===== src/ksc_consts.svh =====
// constants for the kr sequencer control register bank
`ifndef KSC_CONSTS_SVH
`define KSC_CONSTS_SVH
`define KSC_ADDR_W 8
`define KSC_DATA_W 32
`define KSC_ADDR_CTRL 8'hb0
`define KSC_ADDR_STAT 8'hb1
`define KSC_ADDR_LO 8'hb0
`define KSC_ADDR_HI 8'hff
`define KSC_BIT_RESTART 0
`define KSC_BIT_ANOFF 1
`define KSC_BIT_LFOFF 2
`define KSC_MODE_LO 4
`define KSC_MODE_HI 6
`define KSC_BIT_FECADV 16
`define KSC_BIT_FECERR 17
`define KSC_BIT_REQ 18
`define KSC_BIT_TOUT 1
`define KSC_CTRL_RD_USED 32'h0007_0076
`define KSC_ZERO32 32'h0000_0000
`define KSC_ZERO3 3'h0
`endif


===== src/ksc_pkg.sv =====
// types for the kr sequencer control register bank
package ksc_pkg;
  typedef enum logic [2:0] {
    KSC_NO_FORCE = 3'h0,
    KSC_GIGE = 3'h1,
    KSC_RSV2 = 3'h2,
    KSC_RSV3 = 3'h3,
    KSC_TENG_R = 3'h4,
    KSC_TENG_KR = 3'h5
  } ksc_proto_t;
endpackage : ksc_pkg


===== src/ksc_sequencer_control.sv =====
// kr sequencer control register bank on the management port
// --------------------------------------------------------------
// Overview of operation
// - writing one to bit 0 pulses the sequencer restart, then the bit clears.
// - the protocol override in bits 6:4 reaches the sequencer only at the next restart.
// - override codes are 0 none, 1 gigabit, 2 and 3 reserved, 4 10gbase-r, 5 10gbase-kr.
// - bit 1 set disables the negotiation timer, clear enables it.
// - bit 2 set disables the link fault timer, clear enables it.
// - bit 16 advertises fec ability and resets to one only when the strap option is on.
// - bit 17 set makes the fec module report decoding errors to the pcs.
// - every field resets to zero unless a default is given.
// - all registers sit behind one memory-mapped port in one address space.
// - the kr registers occupy word offsets 0xb0 through 0xff.
// - in the four-lane variant the training and fec settings apply to lane 0.
// - the negotiation timeout flag latches and clears when negotiation restarts.
// --------------------------------------------------------------
`timescale 1ns/10ps
`include "ksc_consts.svh"
module ksc_sequencer_control
  import ksc_pkg::*;
(
  // clock and reset
  input wire logic clock,
  input wire logic resetn,
  // generation option: fec ability default after reset
  input wire logic fecDefaultOn,
  // management port
  input wire logic [`KSC_ADDR_W-1:0] address,
  input wire logic write,
  input wire logic read,
  input wire logic [`KSC_DATA_W-1:0] writedata,
  output logic [`KSC_DATA_W-1:0] readdata,
  output logic waitrequest,
  // status from the sequencer
  input wire logic negotiationTimeout,
  input wire logic negotiationRestarted,
  // controls to the sequencer, lane 0 in the four-lane variant
  output logic sequencerRestart,
  output logic [2:0] protocolOverride,
  output logic negotiationTimerOff,
  output logic faultTimerOff,
  output logic fecCapableAdvertise,
  output logic fecErrorReportOn,
  output logic fecRequest
);
  // --------------------------------------------------------------
  // decode
  // --------------------------------------------------------------
  logic ctrlHit;
  logic statHit;
  logic ctrlWrite;
  logic [2:0] overrideReg;
  logic timeoutFlag;
  logic strapDone;
  logic [`KSC_DATA_W-1:0] ctrlView;
  logic [`KSC_DATA_W-1:0] statView;
  logic [`KSC_DATA_W-1:0] next_readdata;

  // single address space decode
  function automatic logic hitOf(input logic [`KSC_ADDR_W-1:0] a,
                                 input logic [`KSC_ADDR_W-1:0] want);
    hitOf = (a == want);
  endfunction : hitOf

  assign ctrlHit = hitOf(address, `KSC_ADDR_CTRL);
  assign statHit = hitOf(address, `KSC_ADDR_STAT);
  assign ctrlWrite = write && ctrlHit;

  // control readback, restart reads zero as it self clears
  always_comb begin
    ctrlView = `KSC_ZERO32;
    ctrlView[`KSC_BIT_ANOFF] = negotiationTimerOff;
    ctrlView[`KSC_BIT_LFOFF] = faultTimerOff;
    ctrlView[`KSC_MODE_HI:`KSC_MODE_LO] = overrideReg;
    ctrlView[`KSC_BIT_FECADV] = fecCapableAdvertise;
    ctrlView[`KSC_BIT_FECERR] = fecErrorReportOn;
    ctrlView[`KSC_BIT_REQ] = fecRequest;
  end

  // status readback
  always_comb begin
    statView = `KSC_ZERO32;
    statView[`KSC_BIT_TOUT] = timeoutFlag;
    statView[`KSC_BIT_FECADV] = 1'b1;
    statView[`KSC_BIT_FECERR] = 1'b1;
  end

  // read selection, other kr offsets read zero
  assign next_readdata = !read ? readdata :
                         ctrlHit ? ctrlView :
                         statHit ? statView : `KSC_ZERO32;

  // --------------------------------------------------------------
  // registers
  // --------------------------------------------------------------
  // read data and port handshake
  always_ff @(posedge clock or negedge resetn) begin
    if (!resetn) begin
      readdata <= `KSC_ZERO32;
      waitrequest <= 1'b0;
    end else begin
      readdata <= next_readdata;
      waitrequest <= 1'b0;
    end
  end

  // restart pulse, one cycle, self clearing
  always_ff @(posedge clock or negedge resetn) begin
    if (!resetn) begin
      sequencerRestart <= 1'b0;
    end else begin
      sequencerRestart <= ctrlWrite && writedata[`KSC_BIT_RESTART];
    end
  end

  // override field, applied to the sequencer on restart only
  always_ff @(posedge clock or negedge resetn) begin
    if (!resetn) begin
      overrideReg <= `KSC_ZERO3;
      protocolOverride <= `KSC_ZERO3;
    end else begin
      if (ctrlWrite) begin
        overrideReg <= writedata[`KSC_MODE_HI:`KSC_MODE_LO];
      end
      if (ctrlWrite && writedata[`KSC_BIT_RESTART]) begin
        protocolOverride <= writedata[`KSC_MODE_HI:`KSC_MODE_LO];
      end
    end
  end

  // timer disables and fec bits
  always_ff @(posedge clock or negedge resetn) begin
    if (!resetn) begin
      negotiationTimerOff <= 1'b0;
      faultTimerOff <= 1'b0;
      fecErrorReportOn <= 1'b0;
      fecRequest <= 1'b0;
    end else if (ctrlWrite) begin
      negotiationTimerOff <= writedata[`KSC_BIT_ANOFF];
      faultTimerOff <= writedata[`KSC_BIT_LFOFF];
      fecErrorReportOn <= writedata[`KSC_BIT_FECERR];
      fecRequest <= writedata[`KSC_BIT_REQ];
    end
  end

  // fec ability: strap sampled on the first clock after reset release
  always_ff @(posedge clock or negedge resetn) begin
    if (!resetn) begin
      fecCapableAdvertise <= 1'b0;
      strapDone <= 1'b0;
    end else begin
      strapDone <= 1'b1;
      if (ctrlWrite) begin
        fecCapableAdvertise <= writedata[`KSC_BIT_FECADV];
      end else if (!strapDone) begin
        fecCapableAdvertise <= fecDefaultOn;
      end
    end
  end

  // sticky timeout flag
  ksc_timeout_latch u_tout (
    .clock(clock),
    .resetn(resetn),
    .timeoutEvent(negotiationTimeout),
    .restartEvent(negotiationRestarted),
    .timeoutFlag(timeoutFlag)
  );

  // --------------------------------------------------------------
  // assertions
  // --------------------------------------------------------------
  a_restart_pulse: assert property (@(posedge clock) disable iff (!resetn)
    sequencerRestart |=> !sequencerRestart || $past(ctrlWrite))
    else $error("restart did not self clear");
  a_restart_cause: assert property (@(posedge clock) disable iff (!resetn)
    ctrlWrite && writedata[`KSC_BIT_RESTART] |=> sequencerRestart)
    else $error("restart write lost");
  a_override_hold: assert property (@(posedge clock) disable iff (!resetn)
    !(ctrlWrite && writedata[`KSC_BIT_RESTART]) |=>
    $stable(protocolOverride))
    else $error("override moved without restart");
  a_override_load: assert property (@(posedge clock) disable iff (!resetn)
    ctrlWrite && writedata[`KSC_BIT_RESTART] |=>
    protocolOverride == $past(writedata[`KSC_MODE_HI:`KSC_MODE_LO]))
    else $error("override not loaded on restart");
  // field writes land one cycle after the strobe
  a_antimer_bit: assert property (@(posedge clock) disable iff (!resetn)
    ctrlWrite |=>
    negotiationTimerOff == $past(writedata[`KSC_BIT_ANOFF]))
    else $error("negotiation timer bit wrong");
  a_lftimer_bit: assert property (@(posedge clock) disable iff (!resetn)
    ctrlWrite |=> faultTimerOff == $past(writedata[`KSC_BIT_LFOFF]))
    else $error("fault timer bit wrong");
  a_fecerr_bit: assert property (@(posedge clock) disable iff (!resetn)
    ctrlWrite ##1 !ctrlWrite |->
    fecErrorReportOn == $past(writedata[`KSC_BIT_FECERR]))
    else $error("fec error bit wrong");
  a_fecadv_bit: assert property (@(posedge clock) disable iff (!resetn)
    ctrlWrite |=>
    fecCapableAdvertise == $past(writedata[`KSC_BIT_FECADV]))
    else $error("fec ability bit wrong");
  a_outside_ignored: assert property (@(posedge clock) disable iff (!resetn)
    write && !ctrlHit |=> !sequencerRestart &&
    $stable(negotiationTimerOff) && $stable(faultTimerOff))
    else $error("write outside the control word took effect");
  // read side: no stall, data held between reads, spare bits zero
  a_wait_low: assert property (@(posedge clock) disable iff (!resetn)
    !waitrequest)
    else $error("management port stalled");
  a_readdata_hold: assert property (@(posedge clock) disable iff (!resetn)
    !read |=> $stable(readdata))
    else $error("read data moved without a read");
  a_unused_zero: assert property (@(posedge clock) disable iff (!resetn)
    $past(read && ctrlHit) |->
    (readdata & ~(`KSC_CTRL_RD_USED)) == `KSC_ZERO32)
    else $error("unassigned bits read nonzero");
  a_read_flag: assert property (@(posedge clock) disable iff (!resetn)
    read && statHit |=> readdata[`KSC_BIT_TOUT] == $past(timeoutFlag))
    else $error("timeout flag readback wrong");
  c_restart: cover property (@(posedge clock) disable iff (!resetn)
    sequencerRestart);
  c_force_kr: cover property (@(posedge clock) disable iff (!resetn)
    protocolOverride == KSC_TENG_KR);
  c_timeout: cover property (@(posedge clock) disable iff (!resetn)
    timeoutFlag ##1 !timeoutFlag);
  c_override_held: cover property (@(posedge clock) disable iff (!resetn)
    ctrlWrite && !writedata[`KSC_BIT_RESTART]);
endmodule : ksc_sequencer_control


===== src/ksc_timeout_latch.sv =====
// sticky negotiation timeout flag
`timescale 1ns/10ps
`include "ksc_consts.svh"
module ksc_timeout_latch (
  // clock and reset
  input wire logic clock,
  input wire logic resetn,
  // events
  input wire logic timeoutEvent,
  input wire logic restartEvent,
  // flag
  output logic timeoutFlag
);
  logic next_timeoutFlag;

  // set wins over a simultaneous restart so the event is not lost
  assign next_timeoutFlag = timeoutEvent ? 1'b1 :
                            (restartEvent ? 1'b0 : timeoutFlag);

  // flag register
  always_ff @(posedge clock or negedge resetn) begin
    if (!resetn) begin
      timeoutFlag <= 1'b0;
    end else begin
      timeoutFlag <= next_timeoutFlag;
    end
  end

  a_flag_sticky: assert property (@(posedge clock) disable iff (!resetn)
    timeoutFlag && !restartEvent |=> timeoutFlag)
    else $error("timeout flag dropped without restart");
  a_flag_set: assert property (@(posedge clock) disable iff (!resetn)
    timeoutEvent |=> timeoutFlag)
    else $error("timeout flag not set by event");
endmodule : ksc_timeout_latch


===== config.mk =====
export PLATFORM = sky130hd
export DESIGN_NAME = ksc_sequencer_control
export DESIGN_NICKNAME = d
export VERILOG_FILES = /design/src/ksc_pkg.sv /design/src/ksc_sequencer_control.sv /design/src/ksc_timeout_latch.sv
export VERILOG_INCLUDE_DIRS = /design/src
export SDC_FILE = /design/constraint.sdc
export NUM_CORES = 1
export LEC_CHECK = 0
export ABC_AREA = 1
export BUFFER_PORTS_ARGS = -buffer_cell sky130_fd_sc_hd__buf_2
export CAP_MARGIN = 5
export CORE_ASPECT_RATIO = 0.7
export CORE_MARGIN = 10
export CORE_UTILIZATION = 41
export CTS_CLUSTER_SIZE = 28
export DETAILED_ROUTE_END_ITERATION = 6
export PLACE_DENSITY = 0.79
export REMOVE_ABC_BUFFERS = 1
export SYNTH_ARGS = -nofsm -noshare
export SYNTH_HDL_FRONTEND = slang
export SYNTH_HIERARCHICAL = 1
export SYNTH_SLANG_ARGS = --single-unit

===== constraint.sdc =====
create_clock -name clock -period 0.9 [get_ports clock]
set_input_delay 0.18 -clock clock [delete_from_list [all_inputs] [get_ports clock]]
set_output_delay 0.18 -clock clock [all_outputs]
set_load 0.02 [all_outputs]

-- Yosys cells after proc, flatten, opt, wreduce, memory -nomap -nowiden
Cells that the tools add are included.
- register bits: 46
- input port bits: 47
- output and inout bits: 42
- word-level logic and storage cells: 23
- equal/unequal tests: 3
- muxes and demuxes: 6
- reduce and logical (&&, ||, !) cells: 3
- operators by type and width (operator ; count):
    $mux W19 ; 1
    $mux W18 ; 1
    $eq A8 B8 Y1 const B ; 2
    $mux W1 ; 4
    $logic_and A1 B1 Y1 ; 2
    $ne A2 B2 Y1 const B ; 1
    $reduce_bool A2 Y1 ; 1

-- Logic depth before layout (Yosys ltp)
- depth in word-level cells: 3
- gate-level depth with buffers: 7
- mapped depth without buffers: 7

-- Cells and area by module
Netlist, hierarchy kept.
- modules (own cells, without submodules) (module ; times used ; cells each ; area an instance (sq um) ; sequential area each (sq um)):
    ksc_sequencer_control ; 1 ; 140 ; 1217.4 ; 525.5
    ksc_timeout_latch ; 1 ; 5 ; 40.0 ; 25.0

-- Worst setup path after synthesis
OpenSTA, ideal clock, no wires.
- path type: flip-flop to flip-flop
- start point: reg fecCapableAdvertise (netlist name)
- end point: reg fecCapableAdvertise
- setup time: 117 ps
- arrival time: 810 ps
- data required time: 783 ps
- path slack: -27 ps
- stages on the path, launching flop included: 4
- path buffers: 0
- clock period less this slack: 927 ps
- cell sequence: dfrtp_1 -> mux2_2 -> nand2_1 -> nand2_1
- RTL lines (item ; line ; text):
    end signal, assigned ; ksc_sequencer_control.sv:154 ; fecCapableAdvertise <= writedata[`KSC_BIT_FECADV];
    end signal, assigned ; ksc_sequencer_control.sv:156 ; fecCapableAdvertise <= fecDefaultOn;
    end, declared ; ksc_sequencer_control.sv:42 ; output logic fecCapableAdvertise,

-- Final worst setup path
- start point: reg fecErrorReportOn
- end point: out fecErrorReportOn
- RTL lines (item ; line ; text):
    start, declared ; ksc_sequencer_control.sv:43 ; output logic fecErrorReportOn,
    start signal, assigned ; ksc_sequencer_control.sv:141 ; fecErrorReportOn <= writedata[`KSC_BIT_FECERR];
No word-level cell between the ends.

==> impl_metrics.py <==
metrics = {
    "routing": {
        "routedWlPerCell_um": 12.13,
        "firstDrtPassIters": 6,
        "drt-total-wl_mm": 2.911,
        "drtIter0Drc": 31,
        "drc": 0,
        "route.vias.total": 998,
        "ant_nets": 0,
        "via_per_inst": 4.158,
    },
    "clock_tree": {
        "cts_buffers": 3,
        "cts_buffer_depth": 2,
        "clock_latency_ns": 0.26,
        "cts_sinks": 22,
        "clk_pin_slew_ns": 0.08,
        "h-tree-depth": 1,
        "clock-root-buffer": "clkbuf_8",
        "cts_tree": "done",
    },
    "grt": {
        "antenna_found_initial": 0,
        "grt_usage_pct": 10.10,
        "grt_first_pass_wirelength_mm": 4.774,
        "grt_max_degree": 23,
        "grt_overflow": 0,
        "grt_pass1_vias": 1059,
    },
    "worst_hold_path": {
        "worstHoldPathType": "input port to flop",
    },
    "critical_path": {
        "cp.required_ns": 0.72,
        "path_cells": "buf_6",
        "critPathMaxStageDelay_ns": 0.41,
        "endpoint_kind": "primary output",
        "arrival_ns": 0.81,
        "worstSetupStartpointType": "flop",
        "crit_path_max_fanout": 3,
        "path_buf_inv": 1,
        "reg2reg_slack_ns": 0.01,
        "crit_path_top_delay_cell": "dfrtp_1",
        "crit_family": "flip-flops",
        "crit_type": "flop to primary output",
    },
    "die": {
        "die_w_um": 86.19,
        "dieArea_mm2": 0.005717,
        "die_h_um": 66.34,
        "pin_count": 89,
        "fp-row-count": 16,
        "core_mm2": 0.002863,
        "initial_utilization_pct": 43.92,
    },
    "sta": {
        "rsz0062_at_grt": "yes",
        "slew_violations": 0,
        "finalClockSkew_ns": 0.001301,
        "setup_ws_ns": -0.09150,
        "holdWs_ns": 0.1009,
        "setup_viol": 17,
        "fin_crit_ns": 0.9915,
        "fmax_mhz": 1009,
        "period_share_pct": 110.2,
        "hold_viol_final": 0,
    },
    "yosys": {
        "syn_avg_cell_area_um2": 8.672,
        "ys_warn_count": 6,
        "synth_area_mm2": 0.001257,
        "yosys.cell_types.count": 16,
        "netlist_instances": 145,
        "yosys.area.top_type": "dfrtp_1",
        "synth_top_cells_by_area": "dfrtp_1 (44%), nand2_1 (15%), buf_4 (15%), nand3_2 (8.8%), inv_1 (3.3%)",
        "yosysTopAreaCellShare_pct": 43.78,
        "synth_seq_area_share_pct": 43.78,
        "synth_seq_cells": 22,
    },
    "power_and_ir_drop": {
        "power.leakage_nw": 1.017,
        "p_sw_share_pct": 26.94,
        "intPower_mw": 1.520,
        "finalPower_mw": 2.081,
        "p_switching_mw": 0.5606,
        "p_seq_share_pct": 49.9,
        "combPwrFrac_pct": 16.8,
        "power.share.clock_pct": 33.3,
        "cellPowerDensity_mw_per_mm2": 1237,
        "vdd_drop_max_v": 0.0006266,
    },
    "run_status": {
        "status": "finished, violations left",
        "failed_checks": "setup timing",
    },
    "finish": {
        "fill_cells": 267,
        "drive_gt1_share_pct": 40.20,
        "syn_to_final_growth_pct": 33.73,
        "fin_nets": 252,
        "diodes": 0,
    },
    "run": {
        "max_cap_viol_count": 0,
    },
    "placement": {
        "place_hpwl_mm": 2.288,
        "io_buffer_count": 40,
        "gp_congestion": 0.7127,
    },
}
==> power by group through the flow <==
stage | Clock [mW] | Combinational (mW) | Sequential, mW
finish | 0.693 | 0.349 | 1.04
global placement | 0 | 0.294 | 1.06
detailed placement | 0 | 0.297 | 1.06
floorplan | 0 | 0.146 | 1.08
global route | 0.760 | 0.382 | 1.04
CTS | 0.719 | 0.340 | 1.04
==> layer usage <==
| metal | vias to the layer above | routed length [um] | GRT usage (%) |
|---|---|---|---|
| li1 | 517 | - | - |
| met1 | 450 | 1145 | 10.25 |
| met2 | 31 | 1449 | 17.87 |
| met3 | 0 | 316 | 6.281 |
| met4 | 0 | 0 | 1.210 |
| met5 | - | 0 | 0 |
==> final timing paths <==
kind	startpoint	to	cells after the start
max in group asynchronous	resetn	fecErrorReportOn$_DFFE_PN0P_	2
min in group asynchronous	resetn	readdata[5]$_DFFE_PN0P_	2
min reg2reg	u_tout/timeoutFlag$_DFFE_PN0P_	u_tout/timeoutFlag$_DFFE_PN0P_	2
min	negotiationTimeout	u_tout/timeoutFlag$_DFFE_PN0P_	3
max reg2reg	fecCapableAdvertise$_DFFE_PN0P_	fecCapableAdvertise$_DFFE_PN0P_	3
max	fecErrorReportOn$_DFFE_PN0P_	fecErrorReportOn	1
==> cell usage in the layout (no fill, tap or decap) <==
| cell type | instances |
|---|---|
| buf_4 | 17 |
| clkbuf_8 | 4 |
| nand3_1 | 6 |
| mux2_2 | 1 |
| nor2_2 | 3 |
| nand2_1 | 51 |
| nand2_2 | 3 |
| nand3_2 | 12 |
| buf_6 | 18 |
| nand4_1 | 3 |
| inv_1 | 11 |
| conb_1 | 26 |
| nor2_1 | 2 |
| dfrtp_1 | 22 |
| nor2_8 | 1 |
| dlygate4sd3_1 | 1 |
| buf_2 | 23 |
==> final cells by class <==
type,instances,area [um^2],share of cell area (%)
sequential,22,550.5,32.74
timing repair buffer,59,455.4,27.08
multi-input combinational,108,534.3,31.77
clock buffer,4,55.05,3.274
inverter,11,41.29,2.455
tap,36,45.04,2.679
==> sequential cells by signal, summed over array words and instances (netlist names) <==
register             count
readdata                 8
overrideReg              3
protocolOverride         3
sequencerRestart         1
strapDone                1
fecRequest               1
fecErrorReportOn         1
faultTimerOff            1
u_tout/timeoutFlag       1
negotiationTimerOff      1
fecCapableAdvertise      1
==> Yosys cell counts (all sizes together) <==
library cell	n
buf	27
nand4	3
nand3	18
nand2	54
inv	11
conb	2
dfrtp	22
clkbuf	1
nor2	6
mux2	1
==> repair_timing <==
action	in CTS	in global routing
hold endpoints to repair	22	0
buffers inserted	10	3
resized for setup	32	4
hold buffers	1	0
pin swaps	0	2
endpoints found under the setup margin	17	20
==> metrics by stage <==
step                setup TNS [ns]  setup WS, ns  std cells  util [%]  area, um^2
floorplan                   -1.144       -0.1169        141         -        1121
finish                      -1.158      -0.09150        240     58.74        1682
CTS                         -1.288      -0.09359        237     57.43        1644
detailed placement          -2.722       -0.1786        222     49.04        1404
global placement            -2.497       -0.1609        222     49.04        1404
global route                -1.755       -0.1222        240     58.74        1682
==> logic make-up after synthesis <==
family	Yosys count	share of synthesized area, %
buffers and inverters	39	21.29
flip-flops	22	43.78
multiplexers	1	0.8955
other	2	0.5972
AND/OR/NAND/NOR	81	33.43
Note: power is estimated with default switching activity, not from simulation.
